===== src/hw/ifb_pkg.sv =====
// Package: register map, field positions and reset values of the request flag bank
package ifb_pkg;

	// ****************************************************************
	// Types
	// ****************************************************************
	typedef logic [7:0] ifb_addr_t;
	typedef logic [31:0] ifb_word_t;
	typedef logic [15:0] ifb_half_t;
	typedef logic [3:0] ifb_be_t;
	typedef logic [2:0] ifb_prio_t;
	typedef logic [2:0] ifb_grp_t;

	// ****************************************************************
	// Register byte offsets
	// ****************************************************************
	localparam ifb_addr_t OFF_FLAGS_0 = 8'h00;
	localparam ifb_addr_t OFF_FLAGS_1 = 8'h04;
	localparam ifb_addr_t OFF_FLAGS_4 = 8'h08;
	localparam ifb_addr_t OFF_ENABLES_0 = 8'h0c;
	localparam ifb_addr_t OFF_ENABLES_1 = 8'h10;
	localparam ifb_addr_t OFF_ENABLES_4 = 8'h14;
	localparam ifb_addr_t OFF_POLARITY = 8'h18;
	localparam ifb_addr_t OFF_IRQ_STATUS = 8'h30;
	localparam ifb_addr_t OFF_IRQ_MASK = 8'h34;
	localparam ifb_addr_t OFF_PRIO_BASE = 8'h40;
	localparam ifb_addr_t PRIO_GROUP_STRIDE = 8'h10;

	// ****************************************************************
	// Flag / enable bit positions (same in both banks)
	// ****************************************************************
	localparam int POS_ADC_DONE = 13;
	localparam int POS_SERIAL_TX = 12;
	localparam int POS_SERIAL_RX = 11;
	localparam int POS_SPI_EVENT = 10;
	localparam int POS_SPI_FAULT = 9;
	localparam int POS_TIMER_THREE = 8;
	localparam int POS_TIMER_TWO = 7;
	localparam int POS_COMPARE_TWO = 6;
	localparam int POS_CAPTURE_TWO = 5;
	localparam int POS_TIMER_ONE = 3;
	localparam int POS_COMPARE_ONE = 2;
	localparam int POS_CAPTURE_ONE = 1;
	localparam int POS_EXT_PIN_ZERO = 0;
	localparam int POS_EXT_PIN_TWO = 13;
	localparam int POS_CAPTURE_EIGHT = 7;
	localparam int POS_CAPTURE_SEVEN = 6;
	localparam int POS_EXT_PIN_ONE = 4;
	localparam int POS_PIN_CHANGE = 3;
	localparam int POS_I2C_MASTER = 1;
	localparam int POS_I2C_SLAVE = 0;
	localparam int POS_SERIAL_ERROR = 1;

	// Implemented bits of each bank
	localparam ifb_half_t IMPL_0 = ifb_half_t'((1 << POS_ADC_DONE) | (1 << POS_SERIAL_TX)
		| (1 << POS_SERIAL_RX) | (1 << POS_SPI_EVENT) | (1 << POS_SPI_FAULT)
		| (1 << POS_TIMER_THREE) | (1 << POS_TIMER_TWO) | (1 << POS_COMPARE_TWO)
		| (1 << POS_CAPTURE_TWO) | (1 << POS_TIMER_ONE) | (1 << POS_COMPARE_ONE)
		| (1 << POS_CAPTURE_ONE) | (1 << POS_EXT_PIN_ZERO));
	localparam ifb_half_t IMPL_1 = ifb_half_t'((1 << POS_EXT_PIN_TWO)
		| (1 << POS_CAPTURE_EIGHT) | (1 << POS_CAPTURE_SEVEN) | (1 << POS_EXT_PIN_ONE)
		| (1 << POS_PIN_CHANGE) | (1 << POS_I2C_MASTER) | (1 << POS_I2C_SLAVE));
	localparam ifb_half_t IMPL_4 = ifb_half_t'(1 << POS_SERIAL_ERROR);

	// Priority field layout: four 3-bit fields per register, one per nibble
	localparam int PRIO_FIELD_STRIDE = 4;
	localparam int PRIO_FIELDS_PER_REG = 4;

	// ****************************************************************
	// Reset values
	// ****************************************************************
	localparam ifb_half_t FLAG_RESET = 16'h0000;
	localparam ifb_half_t ENABLE_RESET = 16'h0000;
	localparam ifb_grp_t POLARITY_RESET = 3'h0;
	localparam ifb_grp_t IRQ_STATUS_RESET = 3'h0;
	localparam ifb_grp_t IRQ_MASK_RESET = 3'h0;
	localparam ifb_prio_t PRIO_RESET = 3'h4;
	localparam ifb_prio_t PRIO_DISABLED = 3'h0;

endpackage


===== src/hw/ifb_flag_if.sv =====
// Interface: write port, event inputs and stored flags of one request flag bank
interface ifb_flag_if;
	logic wr_en;
	logic [15:0] wr_data;
	logic [15:0] set;
	logic [15:0] flags;

	modport bank(input wr_en, input wr_data, input set, output flags);
	modport ctrl(output wr_en, output wr_data, output set, input flags);
endinterface


===== src/hw/ifb_flag_bank.sv =====
// Module: one 16-bit sticky request flag register with event set and software write
module ifb_flag_bank #(
	parameter logic [15:0] IMPL = 16'hffff
) (
	input wire logic clk_in,
	input wire logic rst_in,
	ifb_flag_if.bank bank
);
	import ifb_pkg::*;

	// ****************************************************************
	// Flag storage
	// ****************************************************************
	// Event ORed after the write so a clear never swallows a same-cycle event
	always_ff @(posedge clk_in) begin
		if (rst_in) begin
			bank.flags <= FLAG_RESET;
		end else if (bank.wr_en) begin
			bank.flags <= (bank.wr_data | bank.set) & IMPL;
		end else begin
			bank.flags <= (bank.flags | bank.set) & IMPL;
		end
	end
endmodule


===== src/hw/ifb_pin_edge.sv =====
// Module: edge detectors for the three external interrupt pins
module ifb_pin_edge (
	input wire logic clk_in,
	input wire logic rst_in,
	input wire logic [2:0] pin_in,
	input wire logic [2:0] polarity_in,
	output logic [2:0] edge_out
);
	import ifb_pkg::*;

	logic [2:0] pin_prev;

	// ****************************************************************
	// Previous pin levels
	// ****************************************************************
	always_ff @(posedge clk_in) begin
		if (rst_in) begin
			pin_prev <= 3'h0;
		end else begin
			pin_prev <= pin_in;
		end
	end

	// Polarity one picks the falling edge, zero the rising edge
	for (genvar i = 0; i < 3; i++) begin : g_pin
		assign edge_out[i] = polarity_in[i] ? (pin_prev[i] & ~pin_in[i])
			: (~pin_prev[i] & pin_in[i]);
	end
endmodule


===== src/hw/ifb_top.sv =====
// Top: interrupt request flag and enable bank with an Avalon-MM register slave
//
// The implementer's own choices: the Avalon-MM interface to the registers and the register addresses.
module ifb_top (
	input wire logic CLOCK_IN,
	input wire logic RST_IN,
	input wire ifb_pkg::ifb_addr_t AVS_ADDRESS_IN,
	input wire logic AVS_READ_IN,
	input wire logic AVS_WRITE_IN,
	input wire ifb_pkg::ifb_word_t AVS_WRITEDATA_IN,
	input wire ifb_pkg::ifb_be_t AVS_BYTEENABLE_IN,
	output ifb_pkg::ifb_word_t AVS_READDATA_OUT,
	output logic AVS_WAITREQUEST_OUT,
	input wire ifb_pkg::ifb_half_t EVENT0_IN,
	input wire ifb_pkg::ifb_half_t EVENT1_IN,
	input wire ifb_pkg::ifb_half_t EVENT4_IN,
	input wire logic [2:0] EXT_PIN_IN,
	output ifb_pkg::ifb_half_t REQUEST0_OUT,
	output ifb_pkg::ifb_half_t REQUEST1_OUT,
	output ifb_pkg::ifb_half_t REQUEST4_OUT,
	output ifb_pkg::ifb_prio_t PRIO_LEVEL_OUT,
	output logic IRQ_OUT
);
	import ifb_pkg::*;

	// ****************************************************************
	// Helpers
	// ****************************************************************
	// Byte-lane merge of a 16-bit register with bus write data
	function automatic ifb_half_t merge(input ifb_half_t old_val, input ifb_word_t wd,
		input ifb_be_t be);
		ifb_half_t res;
		res[7:0] = be[0] ? wd[7:0] : old_val[7:0];
		res[15:8] = be[1] ? wd[15:8] : old_val[15:8];
		return res;
	endfunction

	// Implemented-bit mask of a group
	function automatic ifb_half_t impl_of(input int g);
		ifb_half_t m;
		case (g)
			0: m = IMPL_0;
			1: m = IMPL_1;
			default: m = IMPL_4;
		endcase
		return m;
	endfunction

	// Byte offset of a priority register for group g, field block k
	function automatic ifb_addr_t prio_off(input int g, input int k);
		return OFF_PRIO_BASE + ifb_addr_t'(g) * PRIO_GROUP_STRIDE + ifb_addr_t'(k * 4);
	endfunction

	// ****************************************************************
	// Declarations
	// ****************************************************************
	logic waitrequest;
	logic accept_wr;
	logic accept_rd;
	ifb_half_t enables [3];
	ifb_prio_t prio [3][16];
	ifb_grp_t polarity;
	ifb_grp_t irq_status;
	ifb_grp_t irq_mask;
	ifb_grp_t new_request;
	logic [2:0] pin_edge;
	ifb_half_t flag_off [3];
	ifb_half_t ev_in [3];
	ifb_half_t flags [3];
	ifb_half_t qual [3];
	ifb_half_t request [3];
	ifb_half_t prio_rd [3][4];
	ifb_half_t prio_wr [3][4];
	ifb_half_t rd_value;
	ifb_prio_t next_level;

	ifb_flag_if bank_if [3] ();

	assign flag_off[0] = OFF_FLAGS_0;
	assign flag_off[1] = OFF_FLAGS_1;
	assign flag_off[2] = OFF_FLAGS_4;

	// Pin edges replace the raw event lines at the pin flag positions
	assign ev_in[0] = (EVENT0_IN & ~ifb_half_t'(1 << POS_EXT_PIN_ZERO))
		| (ifb_half_t'(pin_edge[0]) << POS_EXT_PIN_ZERO);
	assign ev_in[1] = (EVENT1_IN
		& ~ifb_half_t'((1 << POS_EXT_PIN_ONE) | (1 << POS_EXT_PIN_TWO)))
		| (ifb_half_t'(pin_edge[1]) << POS_EXT_PIN_ONE)
		| (ifb_half_t'(pin_edge[2]) << POS_EXT_PIN_TWO);
	assign ev_in[2] = EVENT4_IN;

	// Bus handshake: the accepting edge is the one where waitrequest is low
	assign accept_wr = AVS_WRITE_IN && !waitrequest;
	assign accept_rd = AVS_READ_IN && !waitrequest;

	// ****************************************************************
	// Pin edge detection
	// ****************************************************************
	ifb_pin_edge u_pin_edge (
		.clk_in(CLOCK_IN),
		.rst_in(RST_IN),
		.pin_in(EXT_PIN_IN),
		.polarity_in(polarity),
		.edge_out(pin_edge)
	);

	// ****************************************************************
	// Flag banks
	// ****************************************************************
	for (genvar g = 0; g < 3; g++) begin : g_bank
		// Implemented positions of this bank, held as a constant for bit selects
		localparam ifb_half_t impl_g = impl_of(g);

		// Write strobe and merged data; absent bits are dropped in the bank
		assign bank_if[g].wr_en = accept_wr && (AVS_ADDRESS_IN == flag_off[g]);
		assign bank_if[g].wr_data = merge(bank_if[g].flags, AVS_WRITEDATA_IN,
			AVS_BYTEENABLE_IN);
		assign bank_if[g].set = ev_in[g] & impl_of(g);
		assign flags[g] = bank_if[g].flags;

		ifb_flag_bank #(
			.IMPL(impl_of(g))
		) u_bank (
			.clk_in(CLOCK_IN),
			.rst_in(RST_IN),
			.bank(bank_if[g])
		);

		// A request goes out only with flag, enable and a nonzero priority
		always_comb begin
			for (int b = 0; b < 16; b++) begin
				qual[g][b] = flags[g][b] && enables[g][b]
					&& (prio[g][b] != PRIO_DISABLED);
			end
		end

		// Priority register read images, absent fields read as zero
		for (genvar k = 0; k < PRIO_FIELDS_PER_REG; k++) begin : g_prd
			always_comb begin
				prio_rd[g][k] = 16'h0000;
				for (int j = 0; j < PRIO_FIELDS_PER_REG; j++) begin
					if (impl_g[k * 4 + j]) begin
						prio_rd[g][k][j * PRIO_FIELD_STRIDE +: 3] = prio[g][k * 4 + j];
					end
				end
				// Write image: bus bytes merged over the current read image
				prio_wr[g][k] = merge(prio_rd[g][k], AVS_WRITEDATA_IN, AVS_BYTEENABLE_IN);
			end
		end
	end

	// ****************************************************************
	// Enable registers
	// ****************************************************************
	// Software write only; absent positions stay zero
	always_ff @(posedge CLOCK_IN) begin
		if (RST_IN) begin
			for (int g = 0; g < 3; g++) begin
				enables[g] <= ENABLE_RESET;
			end
		end else if (accept_wr) begin
			case (AVS_ADDRESS_IN)
				OFF_ENABLES_0: enables[0] <= merge(enables[0], AVS_WRITEDATA_IN,
					AVS_BYTEENABLE_IN) & IMPL_0;
				OFF_ENABLES_1: enables[1] <= merge(enables[1], AVS_WRITEDATA_IN,
					AVS_BYTEENABLE_IN) & IMPL_1;
				OFF_ENABLES_4: enables[2] <= merge(enables[2], AVS_WRITEDATA_IN,
					AVS_BYTEENABLE_IN) & IMPL_4;
				default: enables[0] <= enables[0];
			endcase
		end
	end

	// ****************************************************************
	// Priority fields
	// ****************************************************************
	// Reset to the middle level so enabled sources work without setup
	always_ff @(posedge CLOCK_IN) begin
		if (RST_IN) begin
			for (int g = 0; g < 3; g++) begin
				for (int b = 0; b < 16; b++) begin
					prio[g][b] <= PRIO_RESET;
				end
			end
		end else if (accept_wr) begin
			for (int g = 0; g < 3; g++) begin
				for (int k = 0; k < PRIO_FIELDS_PER_REG; k++) begin
					if (AVS_ADDRESS_IN == prio_off(g, k)) begin
						for (int j = 0; j < PRIO_FIELDS_PER_REG; j++) begin
							prio[g][k * 4 + j] <= prio_wr[g][k][j * PRIO_FIELD_STRIDE +: 3];
						end
					end
				end
			end
		end
	end

	// ****************************************************************
	// Pin polarity
	// ****************************************************************
	always_ff @(posedge CLOCK_IN) begin
		if (RST_IN) begin
			polarity <= POLARITY_RESET;
		end else if (accept_wr && AVS_ADDRESS_IN == OFF_POLARITY && AVS_BYTEENABLE_IN[0]) begin
			polarity <= AVS_WRITEDATA_IN[2:0];
		end
	end

	// ****************************************************************
	// Request outputs and priority level
	// ****************************************************************
	// Rising request detection feeds the summary status
	always_comb begin
		for (int g = 0; g < 3; g++) begin
			new_request[g] = |(qual[g] & ~request[g]);
		end
	end

	// Highest priority among requests now passed on
	always_comb begin
		next_level = PRIO_DISABLED;
		for (int g = 0; g < 3; g++) begin
			for (int b = 0; b < 16; b++) begin
				if (qual[g][b] && prio[g][b] > next_level) begin
					next_level = prio[g][b];
				end
			end
		end
	end

	always_ff @(posedge CLOCK_IN) begin
		if (RST_IN) begin
			for (int g = 0; g < 3; g++) begin
				request[g] <= 16'h0000;
			end
			PRIO_LEVEL_OUT <= PRIO_DISABLED;
		end else begin
			for (int g = 0; g < 3; g++) begin
				request[g] <= qual[g];
			end
			PRIO_LEVEL_OUT <= next_level;
		end
	end

	assign REQUEST0_OUT = request[0];
	assign REQUEST1_OUT = request[1];
	assign REQUEST4_OUT = request[2];

	// ****************************************************************
	// Summary interrupt
	// ****************************************************************
	// Read clears; a new request in the same cycle still sets its bit
	always_ff @(posedge CLOCK_IN) begin
		if (RST_IN) begin
			irq_status <= IRQ_STATUS_RESET;
		end else if (accept_rd && AVS_ADDRESS_IN == OFF_IRQ_STATUS) begin
			irq_status <= new_request;
		end else begin
			irq_status <= irq_status | new_request;
		end
	end

	always_ff @(posedge CLOCK_IN) begin
		if (RST_IN) begin
			irq_mask <= IRQ_MASK_RESET;
		end else if (accept_wr && AVS_ADDRESS_IN == OFF_IRQ_MASK && AVS_BYTEENABLE_IN[0]) begin
			irq_mask <= AVS_WRITEDATA_IN[2:0];
		end
	end

	// Registered, so the line follows the status by one cycle
	always_ff @(posedge CLOCK_IN) begin
		if (RST_IN) begin
			IRQ_OUT <= 1'b0;
		end else begin
			IRQ_OUT <= |(irq_status & irq_mask);
		end
	end

	// ****************************************************************
	// Avalon-MM slave
	// ****************************************************************
	// Read image; unmapped addresses and absent bits give zero
	always_comb begin
		rd_value = 16'h0000;
		case (AVS_ADDRESS_IN)
			OFF_FLAGS_0: rd_value = flags[0];
			OFF_FLAGS_1: rd_value = flags[1];
			OFF_FLAGS_4: rd_value = flags[2];
			OFF_ENABLES_0: rd_value = enables[0];
			OFF_ENABLES_1: rd_value = enables[1];
			OFF_ENABLES_4: rd_value = enables[2];
			OFF_POLARITY: rd_value = {13'h0000, polarity};
			OFF_IRQ_STATUS: rd_value = {13'h0000, irq_status};
			OFF_IRQ_MASK: rd_value = {13'h0000, irq_mask};
			default: begin
				for (int g = 0; g < 3; g++) begin
					for (int k = 0; k < PRIO_FIELDS_PER_REG; k++) begin
						if (AVS_ADDRESS_IN == prio_off(g, k)) begin
							rd_value = prio_rd[g][k];
						end
					end
				end
			end
		endcase
	end

	// One wait cycle per access; waitrequest rests high between accesses
	always_ff @(posedge CLOCK_IN) begin
		if (RST_IN) begin
			waitrequest <= 1'b1;
		end else begin
			waitrequest <= !((AVS_READ_IN || AVS_WRITE_IN) && waitrequest);
		end
	end

	// Data captured as the wait drops, so it stands at the accepting edge
	always_ff @(posedge CLOCK_IN) begin
		if (RST_IN) begin
			AVS_READDATA_OUT <= 32'h0000_0000;
		end else if (AVS_READ_IN && waitrequest) begin
			AVS_READDATA_OUT <= {16'h0000, rd_value};
		end
	end

	assign AVS_WAITREQUEST_OUT = waitrequest;
endmodule


===== config.mk =====
export PLATFORM = sky130hd
export DESIGN_NAME = ifb_top
export DESIGN_NICKNAME = d
export VERILOG_FILES = /design/src/hw/ifb_pkg.sv /design/src/hw/ifb_flag_if.sv /design/src/hw/ifb_flag_bank.sv /design/src/hw/ifb_pin_edge.sv /design/src/hw/ifb_top.sv
export SDC_FILE = /design/constraint.sdc
export NUM_CORES = 1
export LEC_CHECK = 0
export BUFFER_PORTS_ARGS = -buffer_cell sky130_fd_sc_hd__clkbuf_2
export CORE_MARGIN = 2
export CORE_UTILIZATION = 45
export CTS_BUF_LIST = sky130_fd_sc_hd__clkbuf_8
export CTS_CLUSTER_SIZE = 30
export DETAILED_ROUTE_END_ITERATION = 8
export GPL_ROUTABILITY_DRIVEN = 0
export PLACE_DENSITY = 0.7
export SYNTH_ARGS = -nofsm -noshare
export SYNTH_HDL_FRONTEND = slang
export SYNTH_SLANG_ARGS = --single-unit
export TNS_END_PERCENT = 100

===== constraint.sdc =====
create_clock -name CLOCK_IN -period 26.7 [get_ports CLOCK_IN]
set_input_delay 4.005 -clock CLOCK_IN [delete_from_list [all_inputs] [get_ports CLOCK_IN]]
set_output_delay 4.005 -clock CLOCK_IN [all_outputs]
set_load 0.02 [all_outputs]

Word-level counts from Yosys, hierarchy flattened
Memories as Yosys holds them, arrays and structs flattened.
Cells that the tools add are included.
Widths: inputs -> output; s select.

operators by class
  add/sub/neg operators = 0
  multipliers = 0
  divide/modulo/power cells = 0
  magnitude comparators = 48
  equal/unequal tests = 20
  shift operators = 0
  muxes and demuxes = 215
  bitwise gates (word level) = 84
  reductions and logical operators = 214

operators with widths
  operator                   number
  $mux 3                     97
  $mux 16                    18
  $pmux 16 s9                1
  $reduce_bool 3->1          48
  $gt 3x3->1                 47
  $logic_and 1x1->1          138
  $mux 7                     15
  $eq 8x7->1 const B         12
  $mux 1                     70
  $or 14x14->14              5
  $or 1x1->1                 55
  $and 16x16->16             3
  $not 16->16                3
  $reduce_or 16->1           3
  $mux 8                     4
  $mux 14                    2
  $eq 8x5->1 const B         3
  $mux 6                     4
  $logic_and 1x1->1 const A  18
  $eq 8x4->1 const B         2
  $eq 8x6->1 const B         2
  $logic_not 16->1           1
  $mux 15                    1
  $or 14x1->14               1
  13 further kinds           28

word-level totals
  register bits = 63
  latch bits = 0
  RAM bits = 240
  bits in read-only memories = 0
  input bits = 99
  output and inout port bits = 85
  memories kept = 3

memory list
  name     words  width  rd ports  clocked after Yosys merged registers in  write ports  RTL line       RTL
  prio     3      48     3         0                                        3            ifb_top.sv:61  ifb_prio_t prio [3][16];
  enables  3      16     3         0                                        3            ifb_top.sv:60  ifb_half_t enables [3];
  request  3      16     3         0                                        3            ifb_top.sv:71  ifb_half_t request [3];

Depth between registers and ports, before layout
Gate-level depths: netlist of run 1.
An unclocked memory read counts as a cell.

  word-level depth = 146
  gate-level depth with buffers = 143
  mapped depth without buffers = 142

Cells and area by module
A second synthesis of run 1 with hierarchy kept.

second synthesis, totals
  cell total of the unflattened synthesis = 1292
  area total of the unflattened synthesis = 10712.8 um^2

by module, submodules not included
  module                            times used  cells each  area an instance (um^2)  seq. area each (um^2)
  ifb_top                           1           1159        9491.6                   3543.4
  ifb_flag_bank (g_bank[0].u_bank)  1           59          565.5                    260.2
  ifb_flag_bank (g_bank[1].u_bank)  1           39          354.1                    140.1
  ifb_flag_bank (g_bank[2].u_bank)  1           20          155.1                    20.0
  ifb_pin_edge                      1           15          146.4                    60.1

Worst setup path before layout of run 1
No wires, ideal clock.

  path kind = reg-to-reg
  start = memory enables[0][0] (netlist bit)
  end = register PRIO_LEVEL_OUT[0]
  library setup time = 0.117 ns
  data arrival time = 23.453 ns
  required time = 26.583 ns
  path slack = 3.129 ns
  cell stages (with the launch flop) = 138
  buffers on the path = 1
  clock period less this slack = 23.571 ns
  cells stage by stage = edfxtp_1 > and3_1 > ha_1 > and3_1 > a211oi_4 > buf_6 > mux2_2 > ha_1 > nor2_1 > a31oi_1 > a211o_1 > maj3_1 > o211a_1 > ha_1 > nor2_1 > nor2_1 > nor4_1 > o32ai_1 > [102 not listed] > ha_1 > nor2_1 > a22oi_1 > nand2_1 > nor3b_1 > o2bb2ai_1 > ha_1 > inv_1 > a21o_1 > a21oi_1 > a311oi_1 > mux2i_1 > ha_1 > a21o_1 > a21oi_1 > a311oi_1 > a211oi_1 > a32o_1

RTL lines
  what                    RTL line        RTL
  start: declaration      ifb_top.sv:60
  end signal: assignment  ifb_top.sv:241  PRIO_LEVEL_OUT <= next_level;
  end: declaration        ifb_top.sv:21   output ifb_pkg::ifb_prio_t PRIO_LEVEL_OUT,

==> impl_metrics.json, run 1 <==
{
  "start_kind": "register",
  "fin_setup_tns_ns": 0,
  "initial_core_util": 0.461,
  "num_io_pins": 184,
  "syn_inst": 1118,
  "dr.pass1.iters": 7,
  "hold_violations": 0,
  "power.switching_mw": 0.185,
  "dp.final_hpwl_um": 24600,
  "cp.arrival_ns": 25.56,
  "grtUsageTotal": 0.291,
  "synth-compound-area-share": 0.245,
  "finalMaxSlewViolations": 0,
  "antenna_found_initial": 0,
  "p_int_mw": 0.410,
  "numPortBuffers": 90,
  "cpMaxStageDelayCell": "edfxtp_1",
  "overflow": 0,
  "stdcell_area_um2": 10900,
  "grt_pass1_wl_um": 49900,
  "fin_skew_ns": 0.0109,
  "dieArea_um2": 22900,
  "synth_flop_cell": "edfxtp_1",
  "synth_adder_area_share": 0.0365,
  "syn_avg_cell_area_um2": 8.73,
  "wire_per_inst_um": 22.2,
  "cts_sinks": 158,
  "synth_top_family_by_area": "compound AO/OA/AOI/OAI gates",
  "seq_power_share": 0.468,
  "drc": 0,
  "synthArstFlopShare": 0,
  "cp_top_family": "compound AO/OA/AOI/OAI gates",
  "hp-class": "register to register",
  "max_slew_margin": 0.166,
  "crit_type": "register to register",
  "n_fill_cell": 2001,
  "dpl_cell_area_um2": 10300,
  "clkLatencyLatePin_ns": 0.47,
  "leakagePower_nw": 4.28,
  "num_rows": 53,
  "synth_xor_area_frac": 0,
  "synth_edf_count": 84,
  "drtIter0Drc": 1441,
  "clkTransAtPathRegs_ns": 0.10,
  "max_cap_violations": 0,
  "grt_start_max_net_pins": 70,
  "core_area_um2": 21200,
  "cts.htree.levels": 4,
  "routed_wl_um": 33100,
  "num_antenna_cells": 0,
  "cp_slowest_stage_delay_ns": 0.53,
  "status": "finished, final reports clean",
  "max_clock_freq_mhz": 39.7,
  "p_per_area_nw_per_um2": 54.4,
  "clockPowerShare": 0.343,
  "antenna_left": 0,
  "ir_drop_v": 0.0000376,
  "ys_seq_area_frac": 0.410,
  "via_count": 9563,
  "cp-end-kind": "register",
  "holdWs_ns": 0.485,
  "root_buffer": "clkbuf_8",
  "die_x_um": 151,
  "cp.buffers_inverters": 5,
  "ys_seq_elements": 158,
  "cpMostUsedCell": "nor2_1",
  "final.period_utilization": 0.943,
  "cp.required_ns": 27.09,
  "multi_input_area_um2": 5350,
  "routed_via_density": 6.41,
  "p_comb_frac": 0.190,
  "min_period_ns": 25.17,
  "sw_frac_of_total": 0.311,
  "syn-cell-area_um2": 9760,
  "synth_simple_gate_area_frac": 0.224,
  "cts_made_buffers": 17,
  "worst_pin_slew_ns": 1.24,
  "holdBufCountCts": 0,
  "grt_pass1_vias": 8600,
  "dieHeight_um": 151,
  "area_delta_synth_final_pct": 12.0,
  "worstPathMaxFanout": 6,
  "yosys_warnings": 0,
  "layout.area.seq_um2": 4010,
  "nNetsFinal": 1328,
  "cts.path.max_buffers": 2,
  "cts_tree": "yes",
  "synth_mux_area_frac": 0.0121,
  "setup_viol": 0,
  "drive_gt1_frac": 0.174,
  "synth_cell_type_count": 95
}
-- worst register-to-register path, delay by kind of cell, from the launching register on --
kind | cells | cell delay, ns
compound gates | 59 | 9.37
simple gates | 48 | 7.20
fa+ha+maj | 23 | 6.50
mux | 3 | 0.89
buf+inv | 5 | 0.58
flops | 1 | 0.53
-- through the flow --
step | cells | setup WS [ns] | total power, mW | util
after floorplan | 1161 | 3.13 | 0.358 | -
after global placement | 1451 | 0.997 | 0.384 | 0.487
after detailed placement | 1451 | 0.486 | 0.386 | 0.487
after CTS | 1483 | 0.306 | 0.585 | 0.508
after global routing | 1491 | -0.153 | 0.615 | 0.517
final | 1491 | 1.53 | 0.595 | 0.517
-- cells in the final DEF, fill, tap and decap left out, types with 8 or more instances in the layout --
cell type  synthesis  layout
a221oi_1          10      10
conb_1             1      44
o211ai_1           9       9
o21ai_0           30      29
clkbuf_2           0      90
edfxtp_1          84      84
a211oi_1          16      16
and3_1            38      38
dfxtp_1           74      73
clkbuf_8           0      17
a222oi_1          12      12
and2_1            20      20
buf_4             44      21
a31oi_1           23      23
o22ai_1           16      16
nand3_1           51      49
a21oi_1           53      49
inv_1             49      49
nor2_1           156     151
nand4_1            8       8
a22oi_1           30      30
ha_1              26      26
o311ai_0          19      19
nand2_1          129     129
nor3_1            17      17
-- Yosys cell counts (all sizes together), types with 26 or more instances --
| cell | instances | area (um2) |
|---|---|---|
| a22oi | 31 | 238 |
| clkbuf | 38 | 143 |
| dfxtp | 74 | 1480 |
| nand3 | 53 | 275 |
| buf | 50 | 369 |
| nand2 | 132 | 508 |
| nor2 | 157 | 592 |
| edfxtp | 84 | 2520 |
| and3 | 38 | 238 |
| ha | 26 | 325 |
| a21oi | 55 | 283 |
| inv | 49 | 184 |
| o21ai | 38 | 201 |
-- state kept, by name, summed over array words and instances, names as in the netlist --
signal                    cells
prio                         63
enables                      21
g_bank.u_bank.bank.flags     21
request                      21
AVS_READDATA_OUT             15
PRIO_LEVEL_OUT                3
irq_mask                      3
irq_status                    3
polarity                      3
u_pin_edge.pin_prev           3
AVS_WAITREQUEST_OUT           1
IRQ_OUT                       1
-- power by group through the flow --
stage / sequential [mW] / combinational (mW) / clock (mW)
3_5_place_dp: 0.283 / 0.104 / 0
4_1_cts: 0.277 / 0.105 / 0.203
6_report: 0.278 / 0.113 / 0.204
5_1_grt: 0.279 / 0.125 / 0.212
3_3_place_gp: 0.282 / 0.102 / 0
2_1_floorplan: 0.280 / 0.0783 / 0
-- repair_timing --
item                                    in CTS  in global routing
buffers inserted                             0                  8
endpoints found under the setup margin       0                  3
gates resized for setup                      0                 29
-- final timing paths --
path                         endpoint  slack [ns]  depth (start not counted)                start
setup reg to reg    PRIO_LEVEL_OUT[2]        1.53                        138        enables[0][0]
setup / recovery    PRIO_LEVEL_OUT[2]        1.53                        138        enables[0][0]
hold reg to reg   AVS_WAITREQUEST_OUT        0.48                          1  AVS_WAITREQUEST_OUT
hold / removal    AVS_WAITREQUEST_OUT        0.48                          1  AVS_WAITREQUEST_OUT
-- logic make-up after synthesis --
family / Yosys count
and+or+nand+nor: 469
AOI/OAI and AO/OA: 313
DFF: 158
buffers and inverters: 137
adders and majority gates: 29
muxes: 11
other: 1
-- cell type report --
type,instances,share of cell area
Clock buffer,17,0.0214
Clock inverter,15,0.0191
Inverter,49,0.0168
Multi-Input combinational cell,866,0.489
Sequential cell,158,0.366
Tap cell,275,0.0315
Timing Repair Buffer,111,0.0556
-- per-layer routing --
metal | share of wire | wire (um) | track usage
met5 | 0 | 0 | 0
met4 | 0.042 | 1410 | 0.120
met3 | 0.12 | 4080 | 0.0542
met2 | 0.45 | 14800 | 0.449
met1 | 0.39 | 12800 | 0.401
(Power assumes the default switching activity.)
==> run 2: changes to the inputs <==
--- a/config.mk
+++ b/config.mk
@@ -12,6 +12,7 @@
 export CTS_CLUSTER_SIZE = 30
 export DETAILED_ROUTE_END_ITERATION = 8
 export GPL_ROUTABILITY_DRIVEN = 0
+export MAX_ROUTING_LAYER = met4
 export PLACE_DENSITY = 0.7
 export SYNTH_ARGS = -nofsm -noshare
 export SYNTH_HDL_FRONTEND = slang
==> run 2 against run 1 <==
Against the previous run: final cell count unchanged; via count rose by 0.39%; worst setup slack better by 0.035 ns; final area is the same; clock power is essentially flat; largest power group unchanged.
==> impl_metrics.json, run 2 (synthesis results as in run 1) <==
{
  "ir_drop_v": 0.0000377,
  "dp.final_hpwl_um": 24600,
  "r2r_end": "PRIO_LEVEL_OUT[2]",
  "worst_pin_slew_ns": 1.24,
  "via_count": 9600,
  "cpMostUsedCell": "nor2_1",
  "layout.area.seq_um2": 4010,
  "multi_input_area_um2": 5350,
  "largest_reg_flops": 63,
  "dieArea_um2": 22900,
  "cp-end-kind": "register",
  "n_fill_cell": 2001,
  "num_io_pins": 184,
  "cp.required_ns": 27.09,
  "max_cap_violations": 0,
  "crit_type": "register to register",
  "drive_gt1_frac": 0.174,
  "layout_common_cells": "nor2_1 (151), nand2_1 (129), clkbuf_2 (90), edfxtp_1 (84), dfxtp_1 (73)",
  "sw_frac_of_total": 0.311,
  "min_period_ns": 25.13,
  "antenna_found_initial": 0,
  "dr.pass1.iters": 6,
  "cp.arrival_ns": 25.52,
  "num_rows": 53,
  "dieHeight_um": 151,
  "regMostFlops": "prio",
  "root_buffer": "clkbuf_8",
  "area_delta_synth_final_pct": 12.0,
  "drtIter0Drc": 1421,
  "cts_made_buffers": 17,
  "clkLatencyLatePin_ns": 0.48,
  "cts_tree": "yes",
  "routed_via_density": 6.44,
  "cts_sinks": 158,
  "max_clock_freq_mhz": 39.8,
  "clockPowerShare": 0.342,
  "p_int_mw": 0.410,
  "cpMaxStageDelayCell": "edfxtp_1",
  "hp-class": "register to register",
  "numPortBuffers": 90,
  "final.period_utilization": 0.941,
  "drc": 0,
  "layout_commonest_cell": "nor2_1",
  "holdBufCountCts": 0,
  "antenna_left": 0,
  "core_area_um2": 21200,
  "grtUsageTotal": 0.299,
  "die_x_um": 151,
  "status": "finished, final reports clean",
  "worstPathMaxFanout": 6,
  "cts.path.max_buffers": 2,
  "hold_violations": 0,
  "initial_core_util": 0.461,
  "final_core_util": 0.517,
  "holdPathEnd": "irq_mask[0]",
  "num_antenna_cells": 0,
  "grt_start_max_net_pins": 70,
  "whs_path_depth": 2,
  "seq_power_share": 0.468,
  "finalMaxSlewViolations": 0,
  "cts.htree.levels": 4,
  "ff2ff_path_depth": 138,
  "wire_per_inst_um": 22.2,
  "overflow": 0,
  "start_kind": "register",
  "cp_slowest_stage_delay_ns": 0.53,
  "setup_viol": 0,
  "p_total_mw": 0.594,
  "max_slew_margin": 0.162,
  "r2r-start": "enables[0][0]",
  "routed_wl_um": 33100,
  "holdWs_ns": 0.486,
  "grt_pass1_vias": 8615,
  "leakagePower_nw": 4.28,
  "p_per_area_nw_per_um2": 54.4,
  "r2r_setup_slack_ns": 1.57,
  "hold_start": "irq_mask[0]",
  "grt_pass1_wl_um": 49900,
  "nNetsFinal": 1328,
  "power.switching_mw": 0.185,
  "p_comb_frac": 0.190,
  "fin_skew_ns": 0.0122,
  "clkTransAtPathRegs_ns": 0.10
}
## run 2: worst max-delay path by stage
stage,startpoint,endpoint,slack [ns],depth (start not counted)
floorplan,enables[0][0],PRIO_LEVEL_OUT[0],3.13,137
global placement,g_bank[0].u_bank.bank.flags[0],PRIO_LEVEL_OUT[2],1.0,139
detailed placement,g_bank[0].u_bank.bank.flags[0],PRIO_LEVEL_OUT[2],0.49,139
CTS,g_bank[0].u_bank.bank.flags[0],PRIO_LEVEL_OUT[2],0.31,139
global route,enables[0][0],PRIO_LEVEL_OUT[2],-0.17,139
finish,enables[0][0],PRIO_LEVEL_OUT[2],1.57,138
## run 2: area by class of cell
cell class / instances / area share
Multi-Input combinational cell: 866 / 0.489
Timing Repair Buffer: 111 / 0.0556
Clock inverter: 15 / 0.0191
Clock buffer: 17 / 0.0214
Sequential cell: 158 / 0.366
Inverter: 49 / 0.0168
Tap cell: 275 / 0.0315
## run 2: power groups by stage
stage | registers (mW) | clock network [mW] | logic, mW
after floorplan | 0.280 | 0 | 0.0783
after global placement | 0.282 | 0 | 0.102
after detailed placement | 0.283 | 0 | 0.104
after CTS | 0.277 | 0.203 | 0.105
after global routing | 0.279 | 0.211 | 0.125
final | 0.278 | 0.204 | 0.113
## run 2: critical path: cells and delay by family (launching register included)
kind	cells	cell delay, ns
AO/OA/AOI/OAI	59	9.31
flip-flops	1	0.53
AND/OR/NAND/NOR	48	7.18
adder cells (fa/ha/maj)	23	6.50
multiplexers	3	0.89
buffers and inverters	5	0.58
## run 2: repair_timing
item	4_1_cts	5_1_grt
gates resized for setup	0	29
setup endpoints to repair	0	3
buffers inserted	0	8
endpoints found under the hold margin	0	0
## run 2: metrics by stage
stage               cells  worst slack [ns]  instance area, um2  setup TNS [ns]
detailed placement   1451             0.486               10300               0
floorplan            1161              3.13                9920               0
global placement     1451             0.997               10300               0
global route         1491            -0.174               10900          -0.341
finish               1491              1.57               10900               0
CTS                  1483             0.306               10700               0
## run 2: metal layers
metal | vias up | track usage | part of all wire
li1 | 4280 | - | -
met1 | 4532 | 0.399 | 0.38
met2 | 664 | 0.453 | 0.45
met3 | 124 | 0.0524 | 0.13
met4 | 0 | 0.118 | 0.043
met5 | - | - | 0
==> run 3: changes to the inputs <==
--- a/config.mk
+++ b/config.mk
@@ -6,9 +6,10 @@
 export NUM_CORES = 1
 export LEC_CHECK = 0
 export BUFFER_PORTS_ARGS = -buffer_cell sky130_fd_sc_hd__clkbuf_2
+export CORE_ASPECT_RATIO = 0.8
 export CORE_MARGIN = 2
 export CORE_UTILIZATION = 45
-export CTS_BUF_LIST = sky130_fd_sc_hd__clkbuf_8
+export CTS_BUF_LIST = sky130_fd_sc_hd__clkbuf_2
 export CTS_CLUSTER_SIZE = 30
 export DETAILED_ROUTE_END_ITERATION = 8
 export GPL_ROUTABILITY_DRIVEN = 0
==> run 3 against run 2 <==
Against the previous run: the run now ends with max-capacitance violations, max-slew violations left; clock skew rose by 0.036 ns; register-to-register slack worse by 0.13 ns; combinational power barely moved; largest power group unchanged.
==> impl_metrics.json, run 3 (synthesis results as in run 1) <==
{
  "fin_skew_ns": 0.0484,
  "final.period_utilization": 0.946,
  "start_kind": "register",
  "max_cap_violations": 1,
  "antenna_left": 0,
  "p_int_mw": 0.347,
  "r2r_setup_slack_ns": 1.44,
  "num_rows": 48,
  "holdWs_ns": 0.479,
  "max_clock_freq_mhz": 39.6,
  "cts_sinks": 158,
  "r2r-start": "enables[0][0]",
  "clkLatencyLatePin_ns": 0.81,
  "cp.arrival_ns": 26.03,
  "grtUsageTotal": 0.292,
  "hold_start": "u_pin_edge.pin_prev[0]",
  "ff2ff_path_depth": 139,
  "routed_wl_um": 32900,
  "ir_drop_v": 0.0000318,
  "cpMostUsedCell": "ha_1",
  "dp.final_hpwl_um": 24700,
  "dieHeight_um": 136,
  "p_comb_frac": 0.213,
  "cpMaxStageDelayCell": "edfxtp_1",
  "worst_pin_slew_ns": 1.50,
  "overflow": 0,
  "cp_slowest_stage_delay_ns": 0.55,
  "grt_pass1_wl_um": 49100,
  "core_area_um2": 21400,
  "num_io_pins": 184,
  "dp_cells": 1451,
  "root_buffer": "clkbuf_2",
  "hp-class": "register to register",
  "violations": "max-capacitance violations, max-slew violations",
  "nNetsFinal": 1328,
  "sw_frac_of_total": 0.355,
  "setup_viol": 0,
  "leakagePower_nw": 4.22,
  "cts.path.max_buffers": 2,
  "crit_type": "register to register",
  "p_total_mw": 0.538,
  "via_count": 9576,
  "layout_common_cells": "nor2_1 (149), nand2_1 (129), clkbuf_2 (107), edfxtp_1 (84), dfxtp_1 (73)",
  "drive_gt1_frac": 0.178,
  "routed_via_density": 6.41,
  "cts.htree.levels": 4,
  "grt_start_max_net_pins": 70,
  "grt_pass1_vias": 8464,
  "instances_no_fill": 1493,
  "initial_core_util": 0.455,
  "max_slew_margin": -0.0109,
  "p_per_area_nw_per_um2": 49.9,
  "largest_reg_flops": 63,
  "r2r_end": "PRIO_LEVEL_OUT[2]",
  "cp-end-kind": "register",
  "hold_violations": 0,
  "drtIter0Drc": 1518,
  "whs_path_depth": 2,
  "seq_power_share": 0.518,
  "power.switching_mw": 0.191,
  "dieArea_um2": 22900,
  "cp.required_ns": 27.47,
  "cts_tree": "yes",
  "finalMaxSlewViolations": 1,
  "final_core_util": 0.503,
  "drc": 0,
  "regMostFlops": "prio",
  "worstPathMaxFanout": 6,
  "clkTransAtPathRegs_ns": 0.30,
  "die_x_um": 169,
  "dr.pass1.iters": 7,
  "area_delta_synth_final_pct": 10.5,
  "min_period_ns": 25.26,
  "status": "complete, but fails checks",
  "layout_commonest_cell": "nor2_1",
  "clockPowerShare": 0.269,
  "holdPathEnd": "g_bank[0].u_bank.bank.flags[0]",
  "numPortBuffers": 90,
  "cts_made_buffers": 17,
  "wire_per_inst_um": 22.0,
  "antenna_found_initial": 1
}
[run 3: timing repair]
| item | CTS | global route |
|---|---|---|
| setup buffers | 0 | 8 |
| hold buffers | 0 | 0 |
| setup endpoints to repair | 0 | 3 |
| gates resized for setup | 0 | 34 |
[run 3: worst max-delay path by stage]
| stage | endpoint | start | slack, ns | cells past startpoint |
|---|---|---|---|---|
| global route | PRIO_LEVEL_OUT[2] | enables[0][0] | -0.32 | 139 |
| finish | PRIO_LEVEL_OUT[2] | enables[0][0] | 1.44 | 139 |
| global placement | PRIO_LEVEL_OUT[2] | g_bank[0].u_bank.bank.flags[0] | 1.11 | 139 |
| detailed placement | PRIO_LEVEL_OUT[2] | g_bank[0].u_bank.bank.flags[0] | 0.54 | 139 |
| floorplan | PRIO_LEVEL_OUT[0] | enables[0][0] | 3.13 | 137 |
| CTS | PRIO_LEVEL_OUT[2] | g_bank[0].u_bank.bank.flags[0] | 0.41 | 139 |
[run 3: cell type report]
class | count | area, um2
tap | 275 | 344
clock inverter | 15 | 174
antenna | 2 | 5.00
sequential | 158 | 4010
multi-input combinational | 866 | 5370
fill | 2035 | 10700
inverter | 49 | 184
timing repair buffer | 111 | 608
clock buffer | 17 | 85.1
[run 3: routing by layer]
metal  global-route usage  part of all wire
met5                    -                 0
met4                0.109             0.036
met3               0.0762              0.13
met2                0.413              0.42
met1                0.402              0.42
[run 3: power by group through the flow]
stage                     registers (mW)  logic, mW  clock network, mW
after floorplan                    0.280     0.0783                  0
after global placement             0.282      0.102                  0
after detailed placement           0.283      0.104                  0
after CTS                          0.278      0.105              0.144
after global routing               0.279      0.126              0.155
final                              0.279      0.114              0.145
[run 3: per-stage QoR]
| step | worst slack, ns | TNS, ns | cell area, um2 |
|---|---|---|---|
| after CTS | 0.413 | 0 | 10600 |
| after detailed placement | 0.545 | 0 | 10300 |
| final | 1.44 | 0 | 10800 |
| after floorplan | 3.13 | 0 | 9920 |
| after global routing | -0.317 | -0.781 | 10800 |
| after global placement | 1.11 | 0 | 10300 |
[run 3: worst max-delay path: cells and delay by family (launching register included)]
kind	cells	cell delay [ns]
AOI/OAI and AO/OA	59	9.27
adders and majority gates	23	6.64
buffers and inverters	5	0.58
DFF	1	0.55
muxes	3	0.88
and+or+nand+nor	49	7.33
